**config.mk**
```make
export PLATFORM = sky130hd
export DESIGN_NAME = ihk_top
export DESIGN_NICKNAME = d
export VERILOG_FILES = /design/src/rtl/ihk_pkg.sv /design/src/rtl/ihk_top.sv /design/src/rtl/ihk_hold.sv
export SDC_FILE = /design/constraint.sdc
export NUM_CORES = 1
export LEC_CHECK = 0
export BUFFER_PORTS_ARGS = -buffer_cell sky130_fd_sc_hd__clkbuf_2
export CORE_MARGIN = 2
export CORE_UTILIZATION = 61
export CTS_CLUSTER_SIZE = 14
export DETAILED_ROUTE_END_ITERATION = 8
export PLACE_DENSITY = 0.85
export SLEW_MARGIN = 20
export SYNTH_ARGS = -nofsm -noshare
export SYNTH_HDL_FRONTEND = slang
export SYNTH_HIERARCHICAL = 1
export SYNTH_SLANG_ARGS = --single-unit
```
**constraint.sdc**
```tcl
create_clock -name pclk -period 4.7 [get_ports pclk]
set_clock_uncertainty 0.2 [all_clocks]
set_input_delay 0.705 -clock pclk [delete_from_list [all_inputs] [get_ports pclk]]
set_output_delay 0.705 -clock pclk [all_outputs]
set_load 0.005 [all_outputs]
```
**src/rtl/ihk_pkg.sv**
```systemverilog
/*
  package for the i2c host housekeeping block: register offsets, field
  positions, reset values and timing constants.
  assumes a 32-bit apb slave with word-aligned registers.
*/
package ihk_pkg;
  // register byte offsets
  localparam logic [7:0] OFS_RESET = 8'h00;   // controller/dma reset control
  localparam logic [7:0] OFS_PWR = 8'h04;     // power gate control
  localparam logic [7:0] OFS_LTR_CTL = 8'h08; // latency scheme + sw value
  localparam logic [7:0] OFS_LTR_OUT = 8'h0c; // reported latency (ro)
  localparam logic [7:0] OFS_HC_STS = 8'h10;  // host controller irq status
  localparam logic [7:0] OFS_DMA_STS = 8'h14; // dma irq status
  localparam logic [7:0] OFS_TXC_STS = 8'h18; // tx completion irq status
  localparam logic [7:0] OFS_IRQ_MASK = 8'h1c; // enable mask, same layout
  localparam logic [7:0] OFS_HOLD = 8'h20;    // sda hold time in cycles
  localparam logic [7:0] OFS_BUS_STAT = 8'h24; // live bus state (ro)

  // reset register fields
  localparam int RST_HC_BIT = 0;
  localparam int RST_DMA_BIT = 1;
  // host controller status fields
  localparam int HC_ARB_BIT = 0;    // sda low while released
  localparam int HC_STUCK_BIT = 1;  // scl stuck low
  localparam int HC_SVC_BIT = 2;    // engine service request
  // combined mask layout
  localparam int MSK_HC_LSB = 0;
  localparam int MSK_DMA_BIT = 3;
  localparam int MSK_TXC_BIT = 4;
  localparam int IRQ_SRC_W = 5;
  // ltr control fields
  localparam int LTR_SEL_BIT = 16;
  localparam int LTR_W = 16;

  localparam logic [15:0] HOLD_RST = 16'h0001;
  localparam logic [15:0] LTR_ACTIVE = 16'h0000;  // busy: no latency allowed
  localparam logic [15:0] LTR_IDLE = 16'hffff;    // idle: any latency

  // stuck clock detection: 100 us at 125 MHz
  localparam int STUCK_US = 100;
  localparam int CLK_MHZ = 125;
  localparam int STUCK_CYC = STUCK_US * CLK_MHZ;
endpackage

```
**src/rtl/ihk_top.sv**
```systemverilog
/*
  housekeeping around one i2c host controller: reset control, power gate
  line freeze, latency reporting, interrupt status and mask, bus error
  detection and sda hold adjustment, all behind an apb slave.
  assumes the protocol engine and dma sit outside on pclk; pins are
  open-drain with external pull-ups and are synchronised here.
*/
// Added by the designer: the register offsets and the APB interface to the registers.
`timescale 1ns/1ps
// Operation
// - each controller has its own reset, controlled by a software register
// - controller and dma stay in reset until software releases them
// - while power gated, scl and sda hold the drive they had when gating began, with no transitions
// - bus stays undisturbed for peripherals during the gated period
// - latency requirement reported to power manager through registers
// - latency scheme selectable: hardware derived or driver set
// - one interrupt output signals that service is needed
// - separate host, dma and tx completion status registers
// - interrupts cleared only by software writes to status registers
// - interrupt output active high, level, held while cause pends
// - bus line errors detected and shown in memory-mapped status
// - software sets sda hold time after falling scl at run time
module ihk_top import ihk_pkg::*; #(
  parameter int STUCK_LIMIT = STUCK_CYC
) (
  input wire logic pclk,
  input wire logic presetn,
  input wire logic psel,
  input wire logic penable,
  input wire logic pwrite,
  input wire logic [7:0] paddr,
  input wire logic [31:0] pwdata,
  output logic [31:0] prdata,
  output logic pready,
  output logic pslverr,
  input wire logic eng_scl_oe,
  input wire logic eng_sda_oe,
  input wire logic eng_busy,
  input wire logic eng_svc,
  input wire logic dma_evt,
  input wire logic txc_evt,
  input wire logic scl_in,
  input wire logic sda_in,
  output logic scl_out,
  output logic scl_oe,
  output logic sda_out,
  output logic sda_oe,
  output logic hc_rst_n,
  output logic dma_rst_n,
  output logic [15:0] ltr_value,
  output logic irq
);
  // pin synchronisers
  logic [1:0] scl_sync_ff, sda_sync_ff;
  always_ff @(posedge pclk or negedge presetn) begin
    if (!presetn) begin
      scl_sync_ff <= 2'h3;
      sda_sync_ff <= 2'h3;
    end else begin
      scl_sync_ff <= {scl_sync_ff[0], scl_in};
      sda_sync_ff <= {sda_sync_ff[0], sda_in};
    end
  end
  logic scl_s, sda_s;
  assign scl_s = scl_sync_ff[1];
  assign sda_s = sda_sync_ff[1];

  // apb decode; zero-wait answer
  logic wr_en, rd_en;
  assign wr_en = psel & penable & pwrite;
  assign rd_en = psel & penable & ~pwrite;

  function automatic logic hit(input logic [7:0] a, input logic [7:0] o);
    return a == o;
  endfunction

  function automatic logic mapped(input logic [7:0] a);
    return hit(a, OFS_RESET) | hit(a, OFS_PWR) | hit(a, OFS_LTR_CTL) |
      hit(a, OFS_LTR_OUT) | hit(a, OFS_HC_STS) | hit(a, OFS_DMA_STS) |
      hit(a, OFS_TXC_STS) | hit(a, OFS_IRQ_MASK) | hit(a, OFS_HOLD) |
      hit(a, OFS_BUS_STAT);
  endfunction

  // control registers
  logic [1:0] rst_ff, nxt_rst;
  logic gate_ff, nxt_gate;
  logic ltr_sel_ff, nxt_ltr_sel;
  logic [15:0] ltr_sw_ff, nxt_ltr_sw;
  logic [15:0] hold_ff, nxt_hold;
  logic [IRQ_SRC_W-1:0] mask_ff, nxt_mask;

  // software writes to control registers
  always_comb begin
    nxt_rst = rst_ff;
    nxt_gate = gate_ff;
    nxt_ltr_sel = ltr_sel_ff;
    nxt_ltr_sw = ltr_sw_ff;
    nxt_hold = hold_ff;
    nxt_mask = mask_ff;
    if (wr_en) begin
      if (hit(paddr, OFS_RESET)) begin
        nxt_rst = {pwdata[RST_DMA_BIT], pwdata[RST_HC_BIT]};
      end
      if (hit(paddr, OFS_PWR)) begin
        nxt_gate = pwdata[0];
      end
      if (hit(paddr, OFS_LTR_CTL)) begin
        nxt_ltr_sel = pwdata[LTR_SEL_BIT];
        nxt_ltr_sw = pwdata[LTR_W-1:0];
      end
      if (hit(paddr, OFS_HOLD)) begin
        nxt_hold = pwdata[15:0];
      end
      if (hit(paddr, OFS_IRQ_MASK)) begin
        nxt_mask = pwdata[IRQ_SRC_W-1:0];
      end
    end
  end

  // control state; reset bits zero keeps both blocks in reset
  always_ff @(posedge pclk or negedge presetn) begin
    if (!presetn) begin
      rst_ff <= 2'h0;
      gate_ff <= 1'b0;
      ltr_sel_ff <= 1'b0;
      ltr_sw_ff <= 16'h0000;
      hold_ff <= HOLD_RST;
      mask_ff <= '0;
    end else begin
      rst_ff <= nxt_rst;
      gate_ff <= nxt_gate;
      ltr_sel_ff <= nxt_ltr_sel;
      ltr_sw_ff <= nxt_ltr_sw;
      hold_ff <= nxt_hold;
      mask_ff <= nxt_mask;
    end
  end

  // sda hold stage on the engine's output
  logic eng_scl_d_ff, nxt_eng_scl_d;
  logic sda_held;
  assign nxt_eng_scl_d = eng_scl_oe;
  ihk_hold #(.W(16)) u_hold (
    .pclk(pclk),
    .presetn(presetn),
    .hold_cyc(hold_ff),
    .scl_fall(eng_scl_oe & ~eng_scl_d_ff), // oe rising = scl falling
    .sda_in(eng_sda_oe),
    .sda_out(sda_held)
  );

  // bus error detection: sda low while released, scl stuck low
  logic [31:0] stuck_ff, nxt_stuck;
  logic arb_evt, stuck_evt;
  logic scl_oe_ff, sda_oe_ff, irq_ff;
  always_comb begin
    nxt_stuck = stuck_ff;
    if (scl_s || gate_ff || !rst_ff[0]) begin
      nxt_stuck = '0;
    end else if (stuck_ff != 32'(STUCK_LIMIT)) begin
      nxt_stuck = stuck_ff + 32'h1;
    end
  end
  assign stuck_evt = (stuck_ff == 32'(STUCK_LIMIT) - 32'h1);
  assign arb_evt = rst_ff[0] & ~gate_ff & eng_busy & scl_s & ~sda_s &
    ~sda_oe_ff;

  // status registers: set wins over write-one clear
  logic [2:0] hc_sts_ff, nxt_hc_sts;
  logic dma_sts_ff, nxt_dma_sts;
  logic txc_sts_ff, nxt_txc_sts;
  logic [2:0] hc_set;
  assign hc_set = {eng_svc & rst_ff[0], stuck_evt, arb_evt};
  always_comb begin
    nxt_hc_sts = hc_sts_ff;
    nxt_dma_sts = dma_sts_ff;
    nxt_txc_sts = txc_sts_ff;
    if (wr_en && hit(paddr, OFS_HC_STS)) begin
      nxt_hc_sts = hc_sts_ff & ~pwdata[2:0];
    end
    if (wr_en && hit(paddr, OFS_DMA_STS)) begin
      nxt_dma_sts = dma_sts_ff & ~pwdata[0];
    end
    if (wr_en && hit(paddr, OFS_TXC_STS)) begin
      nxt_txc_sts = txc_sts_ff & ~pwdata[0];
    end
    nxt_hc_sts = nxt_hc_sts | hc_set;
    nxt_dma_sts = nxt_dma_sts | (dma_evt & rst_ff[1]);
    nxt_txc_sts = nxt_txc_sts | (txc_evt & rst_ff[0]);
  end

  // output drive, irq and ltr
  logic nxt_scl_oe, nxt_sda_oe, nxt_irq;
  logic [15:0] ltr_ff, nxt_ltr;
  logic [IRQ_SRC_W-1:0] pend;
  assign pend = {txc_sts_ff, dma_sts_ff, hc_sts_ff};
  always_comb begin
    // frozen while gated so peripherals see no edge
    if (gate_ff) begin
      nxt_scl_oe = scl_oe_ff;
      nxt_sda_oe = sda_oe_ff;
    end else begin
      nxt_scl_oe = eng_scl_oe & rst_ff[0];
      nxt_sda_oe = sda_held & rst_ff[0];
    end
    nxt_irq = |(pend & mask_ff);
    nxt_ltr = ltr_sel_ff ? ltr_sw_ff :
      ((eng_busy & rst_ff[0]) ? LTR_ACTIVE : LTR_IDLE);
  end

  always_ff @(posedge pclk or negedge presetn) begin
    if (!presetn) begin
      eng_scl_d_ff <= 1'b0;
      stuck_ff <= '0;
      hc_sts_ff <= '0;
      dma_sts_ff <= 1'b0;
      txc_sts_ff <= 1'b0;
      scl_oe_ff <= 1'b0;
      sda_oe_ff <= 1'b0;
      irq_ff <= 1'b0;
      ltr_ff <= LTR_IDLE;
    end else begin
      eng_scl_d_ff <= nxt_eng_scl_d;
      stuck_ff <= nxt_stuck;
      hc_sts_ff <= nxt_hc_sts;
      dma_sts_ff <= nxt_dma_sts;
      txc_sts_ff <= nxt_txc_sts;
      scl_oe_ff <= nxt_scl_oe;
      sda_oe_ff <= nxt_sda_oe;
      irq_ff <= nxt_irq;
      ltr_ff <= nxt_ltr;
    end
  end

  // apb read mux, registered on the setup cycle
  logic [31:0] rdata_ff, nxt_rdata;
  logic err_ff, nxt_err;
  always_comb begin
    nxt_rdata = 32'h0;
    nxt_err = 1'b0;
    if (psel && !penable) begin
      nxt_err = ~mapped(paddr);
      case (paddr)
        OFS_RESET: nxt_rdata = {30'h0, rst_ff};
        OFS_PWR: nxt_rdata = {31'h0, gate_ff};
        OFS_LTR_CTL: nxt_rdata = {15'h0, ltr_sel_ff, ltr_sw_ff};
        OFS_LTR_OUT: nxt_rdata = {16'h0, ltr_ff};
        OFS_HC_STS: nxt_rdata = {29'h0, hc_sts_ff};
        OFS_DMA_STS: nxt_rdata = {31'h0, dma_sts_ff};
        OFS_TXC_STS: nxt_rdata = {31'h0, txc_sts_ff};
        OFS_IRQ_MASK: nxt_rdata = {27'h0, mask_ff};
        OFS_HOLD: nxt_rdata = {16'h0, hold_ff};
        OFS_BUS_STAT: nxt_rdata = {29'h0, eng_busy, sda_s, scl_s};
        default: nxt_rdata = 32'h0;
      endcase
    end
  end
  always_ff @(posedge pclk or negedge presetn) begin
    if (!presetn) begin
      rdata_ff <= 32'h0;
      err_ff <= 1'b0;
    end else begin
      rdata_ff <= nxt_rdata;
      err_ff <= nxt_err;
    end
  end

  assign prdata = rdata_ff;
  assign pslverr = err_ff;
  assign pready = 1'b1;
  assign scl_out = 1'b0;
  assign sda_out = 1'b0;
  assign scl_oe = scl_oe_ff;
  assign sda_oe = sda_oe_ff;
  assign hc_rst_n = rst_ff[0];
  assign dma_rst_n = rst_ff[1];
  assign ltr_value = ltr_ff;
  assign irq = irq_ff;

  // assertions
  a_gate_freeze: assert property (
    @(posedge pclk) disable iff (!presetn)
    gate_ff && $past(gate_ff) |-> $stable(scl_oe) && $stable(sda_oe))
    else $error("bus lines moved while gated");
  a_gate_hold: assert property (
    @(posedge pclk) disable iff (!presetn)
    gate_ff && !(wr_en && paddr == OFS_PWR) |=> gate_ff)
    else $error("gate left without software write");
  a_irq_level: assert property (
    @(posedge pclk) disable iff (!presetn)
    (|(pend & mask_ff)) |=> irq)
    else $error("irq not raised for pending source");
  a_irq_or: assert property (
    @(posedge pclk) disable iff (!presetn)
    !(|(pend & mask_ff)) |=> !irq)
    else $error("irq with nothing pending");
  a_dma_sticky: assert property (
    @(posedge pclk) disable iff (!presetn)
    dma_sts_ff && !(wr_en && paddr == OFS_DMA_STS) |=> dma_sts_ff)
    else $error("dma status cleared without write");
  a_txc_set: assert property (
    @(posedge pclk) disable iff (!presetn)
    txc_evt && rst_ff[0] |=> txc_sts_ff)
    else $error("tx completion not captured");
  a_rst_release: assert property (
    @(posedge pclk) disable iff (!presetn)
    wr_en && paddr == OFS_RESET |=> hc_rst_n == $past(pwdata[0]))
    else $error("reset register not applied");
  a_rst_held: assert property (
    @(posedge pclk) disable iff (!presetn)
    !hc_rst_n && !(wr_en && paddr == OFS_RESET) |=> !hc_rst_n)
    else $error("controller left reset without write");
  a_ltr_sw: assert property (
    @(posedge pclk) disable iff (!presetn)
    ltr_sel_ff && $stable(ltr_sw_ff) |=> ltr_value == $past(ltr_sw_ff))
    else $error("driver latency value not reported");
  a_ltr_hw: assert property (
    @(posedge pclk) disable iff (!presetn)
    !ltr_sel_ff && !eng_busy |=> ltr_value == LTR_IDLE)
    else $error("idle latency wrong");
  a_stuck_flag: assert property (
    @(posedge pclk) disable iff (!presetn)
    stuck_evt |=> hc_sts_ff[HC_STUCK_BIT])
    else $error("stuck clock not flagged");
  a_hold_write: assert property (
    @(posedge pclk) disable iff (!presetn)
    wr_en && paddr == OFS_HOLD |=> hold_ff == $past(pwdata[15:0]))
    else $error("hold time not written");
endmodule // ihk_top

```
**src/rtl/ihk_hold.sv**
```systemverilog
/*
  sda hold timer: after each falling scl edge of the engine, the engine's
  sda value is held back for a programmed number of cycles.
  assumes engine scl/sda are on pclk.
*/
`timescale 1ns/1ps
module ihk_hold import ihk_pkg::*; #(
  parameter int W = 16
) (
  input wire logic pclk,
  input wire logic presetn,
  input wire logic [W-1:0] hold_cyc,
  input wire logic scl_fall,
  input wire logic sda_in,
  output logic sda_out
);
  logic [W-1:0] cnt_ff, nxt_cnt;
  logic sda_ff, nxt_sda;

  // count down after each fall, then follow the engine sda
  always_comb begin
    nxt_cnt = cnt_ff;
    nxt_sda = sda_ff;
    if (scl_fall) begin
      nxt_cnt = hold_cyc;
    end else if (cnt_ff != '0) begin
      nxt_cnt = cnt_ff - W'(1);
    end else begin
      nxt_sda = sda_in;
    end
  end

  always_ff @(posedge pclk or negedge presetn) begin
    if (!presetn) begin
      cnt_ff <= '0;
      sda_ff <= 1'b1;
    end else begin
      cnt_ff <= nxt_cnt;
      sda_ff <= nxt_sda;
    end
  end

  assign sda_out = sda_ff;
endmodule // ihk_hold

```
==> impl_results.md, run 1 <==
* Status: finished, final reports clean
* Via density at 6.236
* Largest net degree at the start of global routing at 85
* Number of buffers added on ports at 76
* Pwr Density at 382.3 nW/µm²
* CTS sink count at 137
* CTS Buf Count at 17
* Final period util at 59.56%
* Worst setup path endpoint: hold_ff[8]
* Critical path type: in -> reg
* Clock transition at the registers of the reported paths at 0.06 ns
* Core Rows at 38
* Ratio of cells with drive above 1 in the final layout at 30.38%
* M3 GR Usage at 6.216%
* Die X at 109.0 µm
* Routability cong. at 0.9596
* Worst r2r src: u_hold/cnt_ff[0]
* YS warnings at 6
* Final instance area at 7727 µm²
* Fmax at 0.3572 GHz
* Post-Layout Cell Count at 805
* Longest Clk Path Bufs at 2
* I/O pin cnt at 110
* CTS resizes at 0
* Total congestion overflow at 0
* DIE AREA at 11890 µm²
* Synth Area per Inst at 11.60 µm²
* Leakage power at 0.003602 µW
* DP Area at 7124 µm²
* Initial antenna violation count at 0
* CTS tree: yes
* Worst VDD drop at 0.2849 mV
* Commonest non-fill, non-tap cell in the layout: dfrtp_1
* Clock Latency Late Sink at 0.54 ns
* Post-CTS Hold Buffers at 0
* Detail Route Antenna Nets at 0
* Pre-antenna DRT Iters at 5
* #FFs+latches synth at 137
* Global-route wire length before repair at 25160 µm
* N_diodes at 0
* Setup violations, final at 0
* Worst hold path type: in -> async
* Ys async rst share at 100.0%
* Worst setup path startpoint: paddr[1]
* Vias in the first global route at 5054
* Post-Route Utilization at 71.60%
* Root Driver: clkbuf_8
* CORE AREA at 10790 µm²
* Total GRT Usage at 28.28%
* Ys flop type: dfrtp_1
* Max-cap violation count at 0
* Final number of max-transition violations at 0
* CP Data Arrival Time at 3.02 ns
* Met2 usage at 46.85%
* Sequential element share of the synthesized area at 51.36%
* CP required at 4.92 ns
* Die Height at 109.0 µm
* Endpoints failing hold at 0
* Critical path startpoint category: input port
* Setup bufs post-CTS at 0
* Rel. slew slack at 31.29%
* DR vias at 5020
* Synthesis-to-finish area growth at 14.84%
* DP Wirelength at 10400 µm
* Drt total wl at 15940 µm
* Unique masters post-synth at 73
* Sum of negative setup slack at 0 ns
* CP Capture Type: flip-flop
* Post-synth EDFFs at 0
* Met1 Use GR at 35.47%
* Commonest cells after routing, fill and taps aside: dfrtp_1, clkbuf_2, nor2_1, nand2_1, dfstp_2
* Drt drc at 0
* Worst-case reg-to-reg path depth at 6
* Post-Syn Instances at 580
* Worst R2R End: u_hold/sda_out
* Final #Nets at 708
* Crit path max fanout at 16
* Crit path time final at 2.799 ns
* GR peak layer: met2
* Slowest-stage cell, CP: and3_1
* R2R setup slack at 2.23 ns
* H-Tree Level Count at 4
* Worst path cell trace: clkbuf_2, or2_1, nor3_4, and3_1, nand2_4, mux2_4
* Initial Util at 62.35%
* Routed len/inst at 19.80 µm
* Inst Count DP at 773
* Least-Margin Pin Slew at 1.031 ns
* Crit-path max cell delay at 0.75 ns
* Syn Std Cell Area at 6729 µm²
* Unrepaired setup endpoints after global routing: no
* Initial drt markers at 504
-- worst max-delay path: cells and delay by family --
kind	cells	cell delay, ns
buffers and inverters	1	0.09
AND/OR/NAND/NOR	4	1.81
multiplexers	1	0.41
-- Yosys cell counts, types with 6 or more instances --
| cell type | count | area, µm² |
|---|---|---|
| nand4_1 | 14 | 87.58 |
| a21oi_1 | 12 | 60.06 |
| nor2b_1 | 8 | 50.05 |
| xnor2_1 | 11 | 96.34 |
| nor3_4 | 6 | 97.59 |
| nand2b_1 | 6 | 37.54 |
| mux2_2 | 16 | 180.2 |
| nand2_1 | 43 | 161.4 |
| buf_4 | 19 | 142.6 |
| and3_1 | 7 | 43.79 |
| nor2_1 | 54 | 202.7 |
| a222oi_1 | 14 | 140.1 |
| dfrtp_1 | 115 | 2878 |
| xor2_1 | 18 | 157.7 |
| a21o_1 | 19 | 142.6 |
| nor3_1 | 11 | 55.05 |
| clkbuf_1 | 9 | 33.78 |
| mux2_4 | 21 | 315.3 |
| inv_1 | 11 | 41.29 |
| mux2i_1 | 6 | 60.06 |
| nand3_1 | 13 | 65.06 |
| nor4_1 | 12 | 75.07 |
| buf_2 | 7 | 35.03 |
| dfstp_2 | 22 | 578.1 |
| o21ai_0 | 7 | 35.03 |
-- worst min-delay path by stage --
stage	start	to	slack [ns]	cells after the start
global route	scl_in	scl_sync_ff[0]	0.03	1
CTS	presetn	dma_sts_ff	0.03	1
floorplan	scl_sync_ff[0]	scl_sync_ff[1]	0.15	0
global placement	sda_sync_ff[0]	sda_sync_ff[1]	0.15	0
detailed placement	scl_sync_ff[0]	scl_sync_ff[1]	0.15	0
finish	presetn	dma_sts_ff	0.005	1
-- power by group --
| part | internal, µW | switching, µW |
|---|---|---|
| sequential | 1250 | 80.2 |
| clock | 836 | 498 |
| combinational | 125 | 171 |
| total | 2210 | 749 |
-- cells by family (layout without fill, tap and decap cells) --
logic type	Yosys count	after routing	share of synthesized area (%)
and+or+nand+nor	220	220	20.40
DFF	137	137	51.36
AOI/OAI and AO/OA	88	88	9.948
buffers and inverters	52	121	4.425
muxes	49	49	9.427
xor gates and xnor gates	29	29	3.775
adders and majority gates	3	3	0.5579
other	2	18	0.1116
-- state kept, by name, indices dropped and copies added, names as in the netlist, 2 cells and up --
register / flops
ltr_sw_ff: 16
scl_sync_ff: 2
prdata: 17
hold_ff: 16
rst_ff: 2
u_hold/cnt_ff: 16
ltr_value: 16
stuck_ff: 32
mask_ff: 5
hc_sts_ff: 3
sda_sync_ff: 2
-- per-stage QoR --
step	power (µW)	worst slack [ns]	hold WS [ns]
global placement	1607	1.510	0.1463
global route	3056	1.891	0.03260
CTS	2954	1.934	0.02533
floorplan	1530	2.342	0.1452
finish	2954	1.901	0.005046
detailed placement	1628	1.460	0.1491
-- per-layer routing --
| metal | wire length [µm] | vias to the layer above |
|---|---|---|
| met4 | 416 | 0 |
| met1 | 6245 | 2526 |
| met2 | 8206 | 222 |
| met3 | 1074 | 42 |
| li1 | - | 2230 |
| met5 | 0 | - |
-- cell type report --
class	count	area [µm²]
Clock buffer	21	449.2
Timing Repair Buffer	78	410.4
Tap cell	140	175.2
Fill cell	731	3065
Inverter	11	41.29
Sequential cell	137	3456
Multi-Input combinational cell	407	3050
Clock inverter	11	145.1
(Power assumes the default switching activity.)
==> run 2, diff against run 1 <==
- CORE_UTILIZATION: 61 -> 51
- PLACE_DENSITY: 0.85 -> 0.76
- clock period: 4.7 -> 2.4 ns (I/O delays scaled with it)
==> run 2 against run 1 <==
  * Cell count grew 9.1%
  * Sequential power grew 94%
  * Critical path depth shrank 1
  * Largest cell class unchanged
  * Largest power group is now clock
  * Clock power grew 96%
  * Sequential cell count is the same
  * Sequential share of layout area shrank 2.2 points
  * First-iteration DRC count shrank 27%
  * Via count shrank 0.98%
  * Power grew 97%
  * Clock-buffer cell count grew 3
  * Hold slack gained 0.0071 ns
  * Highest routed layer unchanged
  * Register-to-register slack lost 2.0 ns
  * Critical endpoint is now stuck_ff[19]
==> impl_results.md, run 2 (same netlist as run 1, synthesis figures left out) <==
* CTS Buf Count at 17
* Synthesis-to-finish area growth at 20.64%
* CTS resizes at 0
* DR vias at 4971
* Ratio of cells with drive above 1 in the final layout at 30.74%
* Endpoints failing hold at 0
* I/O pin cnt at 110
* Global-route wire length before repair at 26760 µm
* Unrepaired setup endpoints after global routing: no
* M3 GR Usage at 6.561%
* Fill count at 972
* Sw power at 1406 µW
* Switching Fraction at 24.21%
* Root Driver: clkbuf_16
* CTS tree: yes
* Clk pwr share at 45.0%
* Setup violations, final at 0
* Initial antenna violation count at 0
* Leakage power at 0.003785 µW
* Worst VDD drop at 0.4827 mV
* Rel. slew slack at 59.37%
* Commonest non-fill, non-tap cell in the layout: dfrtp_1
* DIE AREA at 14130 µm²
* Overall power at 5809 µW
* DP Wirelength at 10850 µm
* Logic pwr share at 10.5%
* Place WS at 0.1638 ns
* Initial drt markers at 369
* CTS sink count at 137
* Final WS setup at 0.2008 ns
* N_diodes at 0
* Pre-antenna DRT Iters at 6
* Worst hold slack at 0.01215 ns
* Drt drc at 0
* H-Tree Level Count at 4
* Commonest cells after routing, fill and taps aside: dfrtp_1, clkbuf_2, nor2_1, nand2_1, dfstp_2
* Vias in the first global route at 5114
* Least-Margin Pin Slew at 0.6039 ns
* Via density at 5.662
* CP Capture Type: flip-flop
* Met1 Use GR at 30.95%
* Final #Nets at 749
* Worst hold path type: in -> reg
* Fmax at 0.4547 GHz
* Sequential power share at 44.5%
* CP Data Arrival Time at 2.34 ns
* Sum of negative setup slack at 0 ns
* Int Power at 4403 µW
* Die X at 118.9 µm
* Crit path max fanout at 9
* Number of flip-flops in the largest register at 32
* Largest Register: stuck_ff
* Critical path type: reg -> reg
* Pwr Density at 715.6 nW/µm²
* Initial Util at 52.68%
* Status: finished, final reports clean
* CORE AREA at 12770 µm²
* Core Rows at 41
* GR peak layer: met2
* Detail Route Antenna Nets at 0
* Largest net degree at the start of global routing at 86
* Final period util at 91.63%
* Clock transition at the registers of the reported paths at 0.06 ns
* Crit path time final at 2.199 ns
* Routability cong. at 0.8866
* Total congestion overflow at 0
* Met2 usage at 40.52%
* Number of buffers added on ports at 76
* Die Height at 118.9 µm
* Final number of max-transition violations at 0
* CP required at 2.54 ns
* Total GRT Usage at 24.17%
* Clock Latency Late Sink at 0.42 ns
* Critical path startpoint category: flip-flop
* Max-cap violation count at 0
* Longest Clk Path Bufs at 2
* Routed len/inst at 18.07 µm
* Drt total wl at 15870 µm
run 2: changes by cell type in the layout (fill, tap and decap cells not counted), sizes merged:
cell | before | now
buf | 3 | 23
clkinvlp | 3 | 1
inv | 12 | 11
dlygate4sd3 | 0 | 21
clkbuf | 96 | 99
run 2: final timing paths:
kind / end / slack (ns) / cells after the start / from
max: stuck_ff[19] / 0.20 / 5 / stuck_ff[17]
min: hold_ff[7] / 0.01 / 2 / pwdata[7]
max reg2reg: stuck_ff[19] / 0.20 / 5 / stuck_ff[17]
min reg2reg: scl_sync_ff[1] / 0.15 / 0 / scl_sync_ff[0]
max in group asynchronous: scl_sync_ff[1] / 1.14 / 3 / presetn
min in group asynchronous: irq / 0.15 / 2 / presetn
run 2: worst max-delay path, cell delays in order, from the launching register on:
cell     delay [ns]
dfrtp_1        0.44
nor4_2         0.35
nand4_2        0.21
nor4_4         0.58
o21ai_0        0.19
a21oi_1        0.15
run 2: final cells by class:
| cell class | instances | area, µm² | share of cell area, % |
|---|---|---|---|
| Clock inverter | 8 | 121.4 | 1.495 |
| Multi-Input combinational cell | 407 | 3038 | 37.42 |
| Sequential cell | 137 | 3456 | 42.57 |
| Tap cell | 172 | 215.2 | 2.651 |
| Inverter | 11 | 41.29 | 0.5086 |
| Timing Repair Buffer | 119 | 774.5 | 9.541 |
| Clock buffer | 24 | 471.7 | 5.811 |
run 2: timing repair:
action	4_1_cts	5_1_grt
hold endpoints to repair	148	0
hold buffers	21	0
setup buffers	0	0
run 2: routing by layer:
layer | vias up | part of all wire (%)
met3 | 19 | 4.4
li1 | 2312 | -
met1 | 2501 | 42
met2 | 139 | 52
met4 | 0 | 1.5
met5 | - | 0
run 2: power groups by stage:
stage | combinational, µW | sequential, µW | clock, µW
floorplan | 416 | 2580 | 0
global placement | 563 | 2610 | 0
detailed placement | 582 | 2620 | 0
CTS | 613 | 2580 | 2660
global route | 686 | 2600 | 2770
finish | 612 | 2580 | 2610
run 2: stage by stage:
step / util, % / area, µm² / std cells
2_1_floorplan: - / 6789 / 596
3_3_place_gp: 57.26 / 7315 / 825
3_5_place_dp: 57.26 / 7315 / 825
4_1_cts: 63.55 / 8118 / 878
5_1_grt: 63.55 / 8118 / 878
6_report: 63.55 / 8118 / 878
==> run 3, diff against run 2 <==
- ABC_AREA: default -> 1
- CORE_UTILIZATION: 51 -> 52
- PLACE_DENSITY: 0.76 -> 0.77
==> run 3 against run 2 <==
  * Via count rose by 26%
  * Clock-buffer cell count decreased by 3
  * Sequential power fell by 2%
  * Register-to-register slack better by 0.23 ns
  * First-iteration DRC count up 22%
  * Synthesized cell count increased by 59%
  * Critical path depth rose by 5
  * Power increased by 0.92%
  * Critical path type is now in -> reg
  * Critical endpoint is now u_hold/cnt_ff[10]
  * Largest cell class unchanged
==> impl_results.md, run 3 <==
* Commonest cells after routing, fill and taps aside: nand2_1, dfrtp_1, inv_1, nor2_1, o21ai_0
* Die X at 121 µm
* H-Tree Level Count at 4
* Least-Margin Pin Slew at 0.6756 ns
* Hold path cells at 3
* Met1 WL at 7611 µm
* DIE AREA at 14640 µm²
* Sum of negative setup slack at 0 ns
* Via density at 5.176
* Clock transition at the registers of the reported paths at 0.06 ns
* Synthesis-to-finish area growth at 18.53%
* Total GRT Usage at 25.50%
* Sequential element share of the synthesized area at 48.55%
* Largest net degree at the start of global routing at 63
* CP required at 2.56 ns
* Routed len/inst at 14.53 µm
* Final period util at 83.48%
* Status: finished, final reports clean
* Core Rows at 42
* Initial Util at 53.54%
* Critical path type: in -> reg
* Drt total wl at 17600 µm
* Global-route wire length before repair at 29060 µm
* Ys async rst share at 100.0%
* Yosys top cell area share at 40.43%
* Ys flop type: dfrtp_1
* Vias in the first global route at 6103
* Setup violations, final at 0
* Worst VDD drop at 0.5701 mV
* R2R setup slack at 0.43 ns
* Post-Syn Instances at 920
* CTS sink count at 137
* CTS resizes at 0
* Worst R2R End: stuck_ff[16]
* Max-cap violation count at 0
* Commonest non-fill, non-tap cell in the layout: nand2_1
* Area leader, netlist: dfrtp_1
* CORE AREA at 13300 µm²
* Fmax at 0.4991 GHz
* Routability cong. at 0.9324
* Initial drt markers at 449
* Overall power at 5862 µW
* Final number of max-transition violations at 0
* Pwr Density at 694.8 nW/µm²
* Post-synth EDFFs at 0
* #FFs+latches synth at 137
* Number of buffers added on ports at 76
* YS warnings at 6
* Detail Route Antenna Nets at 0
* Drt drc at 0
* CP Capture Type: flip-flop
* Largest Register: stuck_ff
* Syn Std Cell Area at 7118 µm²
* DR vias at 6268
* Synth Area per Inst at 7.737 µm²
* Highest Signal Layer: met4
* CTS Buf Count at 17
* Crit path time final at 2.003 ns
* Number of flip-flops in the largest register at 32
* WL met3 at 1007 µm
* Unique masters post-synth at 42
* Min-delay src: pwdata[14]
* Crit path max fanout at 25
* Synth top cells by count: nand2_1, dfrtp_1, inv_1
* Initial antenna violation count at 0
* Longest Clk Path Bufs at 2
* Leakage power at 0.004029 µW
* Final #Nets at 1078
* CTS tree: yes
* I/O pin cnt at 110
* Hold endpoint: ltr_sw_ff[14]
* Clock Latency Late Sink at 0.43 ns
* CP Data Arrival Time at 2.16 ns
* Total congestion overflow at 0
* Root Driver: clkbuf_16
* Worst-case reg-to-reg path depth at 7
* Worst hold path type: in -> reg
* Worst r2r src: stuck_ff[1]
* Critical path startpoint category: input port
* Unrepaired setup endpoints after global routing: no
* WL met2 at 8602 µm
* Pre-antenna DRT Iters at 5
* Rel. slew slack at 54.80%
* Endpoints failing hold at 0
* DP Wirelength at 12040 µm
* Count leader, synth: nand2_1
* Ratio of cells with drive above 1 in the final layout at 18.74%
* Die Height at 121 µm
* N_diodes at 0
* Largest cells by area after synthesis: dfrtp_1, nand2_1, dfstp_2, inv_1, o21ai_0
==> run 3: what timing repair did <==
action | in CTS | in global routing
endpoints found under the hold margin | 71 | 0
setup endpoints to repair | 0 | 0
setup buffers | 0 | 0
hold buffers | 19 | 0
==> run 3: logic make-up after synthesis <==
logic type / count (synthesis) / share of synthesized area (%)
adders and majority gates: 3 / 0.5274
buffers and inverters: 155 / 9.984
xor gates and xnor gates: 9 / 1.107
DFF: 137 / 48.55
and+or+nand+nor: 472 / 29.41
other: 2 / 0.1055
AOI/OAI and AO/OA: 142 / 10.32
==> run 3: worst max-delay path by stage <==
stage / start / end / cells past startpoint
after global placement: paddr[2] / ltr_sel_ff / 9
after detailed placement: paddr[0] / ltr_sel_ff / 9
after floorplan: u_hold/cnt_ff[0] / u_hold/cnt_ff[14] / 10
final: eng_scl_oe / u_hold/cnt_ff[10] / 10
after CTS: penable / ltr_sel_ff / 7
after global routing: penable / ltr_sel_ff / 7
==> run 3: area by class of cell <==
type                    count  area (µm²)
clock buffers              21       450.4
inverters                 115       436.7
fillers                  1123        4858
clock inverters            11       170.2
well taps                 176       220.2
repair buffers            107       691.9
flip-flops and latches    137        3456
multi-input cells         644        3012
==> run 3: per-layer routing <==
metal | vias to the layer above | track usage [%]
met2 | 215 | 42.56
met3 | 35 | 5.451
li1 | 3089 | -
met4 | 0 | 10.10
met1 | 2929 | 32.36
met5 | - | 0
==> run 3: power by group <==
part	internal (µW)	switching [µW]	leakage, µW
registers	2430	90.4	0.00179
logic	214	376	0.00194
clock network	1770	991	0.000305
total	4410	1460	0.00403
==> run 3: through the flow <==
stage | hold slack [ns] | utilization [%] | cells | worst slack, ns | cell area, µm²
6_report | 0.001735 | 63.46 | 1211 | 0.3965 | 8437
5_1_grt | 0.003978 | 63.46 | 1211 | 0.2874 | 8437
4_1_cts | 0.002639 | 63.46 | 1211 | 0.4066 | 8437
3_5_place_dp | 0.1475 | 57.36 | 1160 | 0.3335 | 7626
3_3_place_gp | 0.1469 | 57.36 | 1160 | 0.3630 | 7626
2_1_floorplan | -0.1356 | - | 936 | 0.7577 | 7178
==> run 3: worst max-delay path, cell delays in order <==
cell and delay, ns:
dlygate4sd3_1 0.52, clkbuf_2 0.14, inv_1 0.04, nor2_1 0.24, inv_4 0.17, nand2_1 0.10, nor2_1 0.05, nand3_2 0.22
o21ai_0 0.17, a21oi_1 0.14
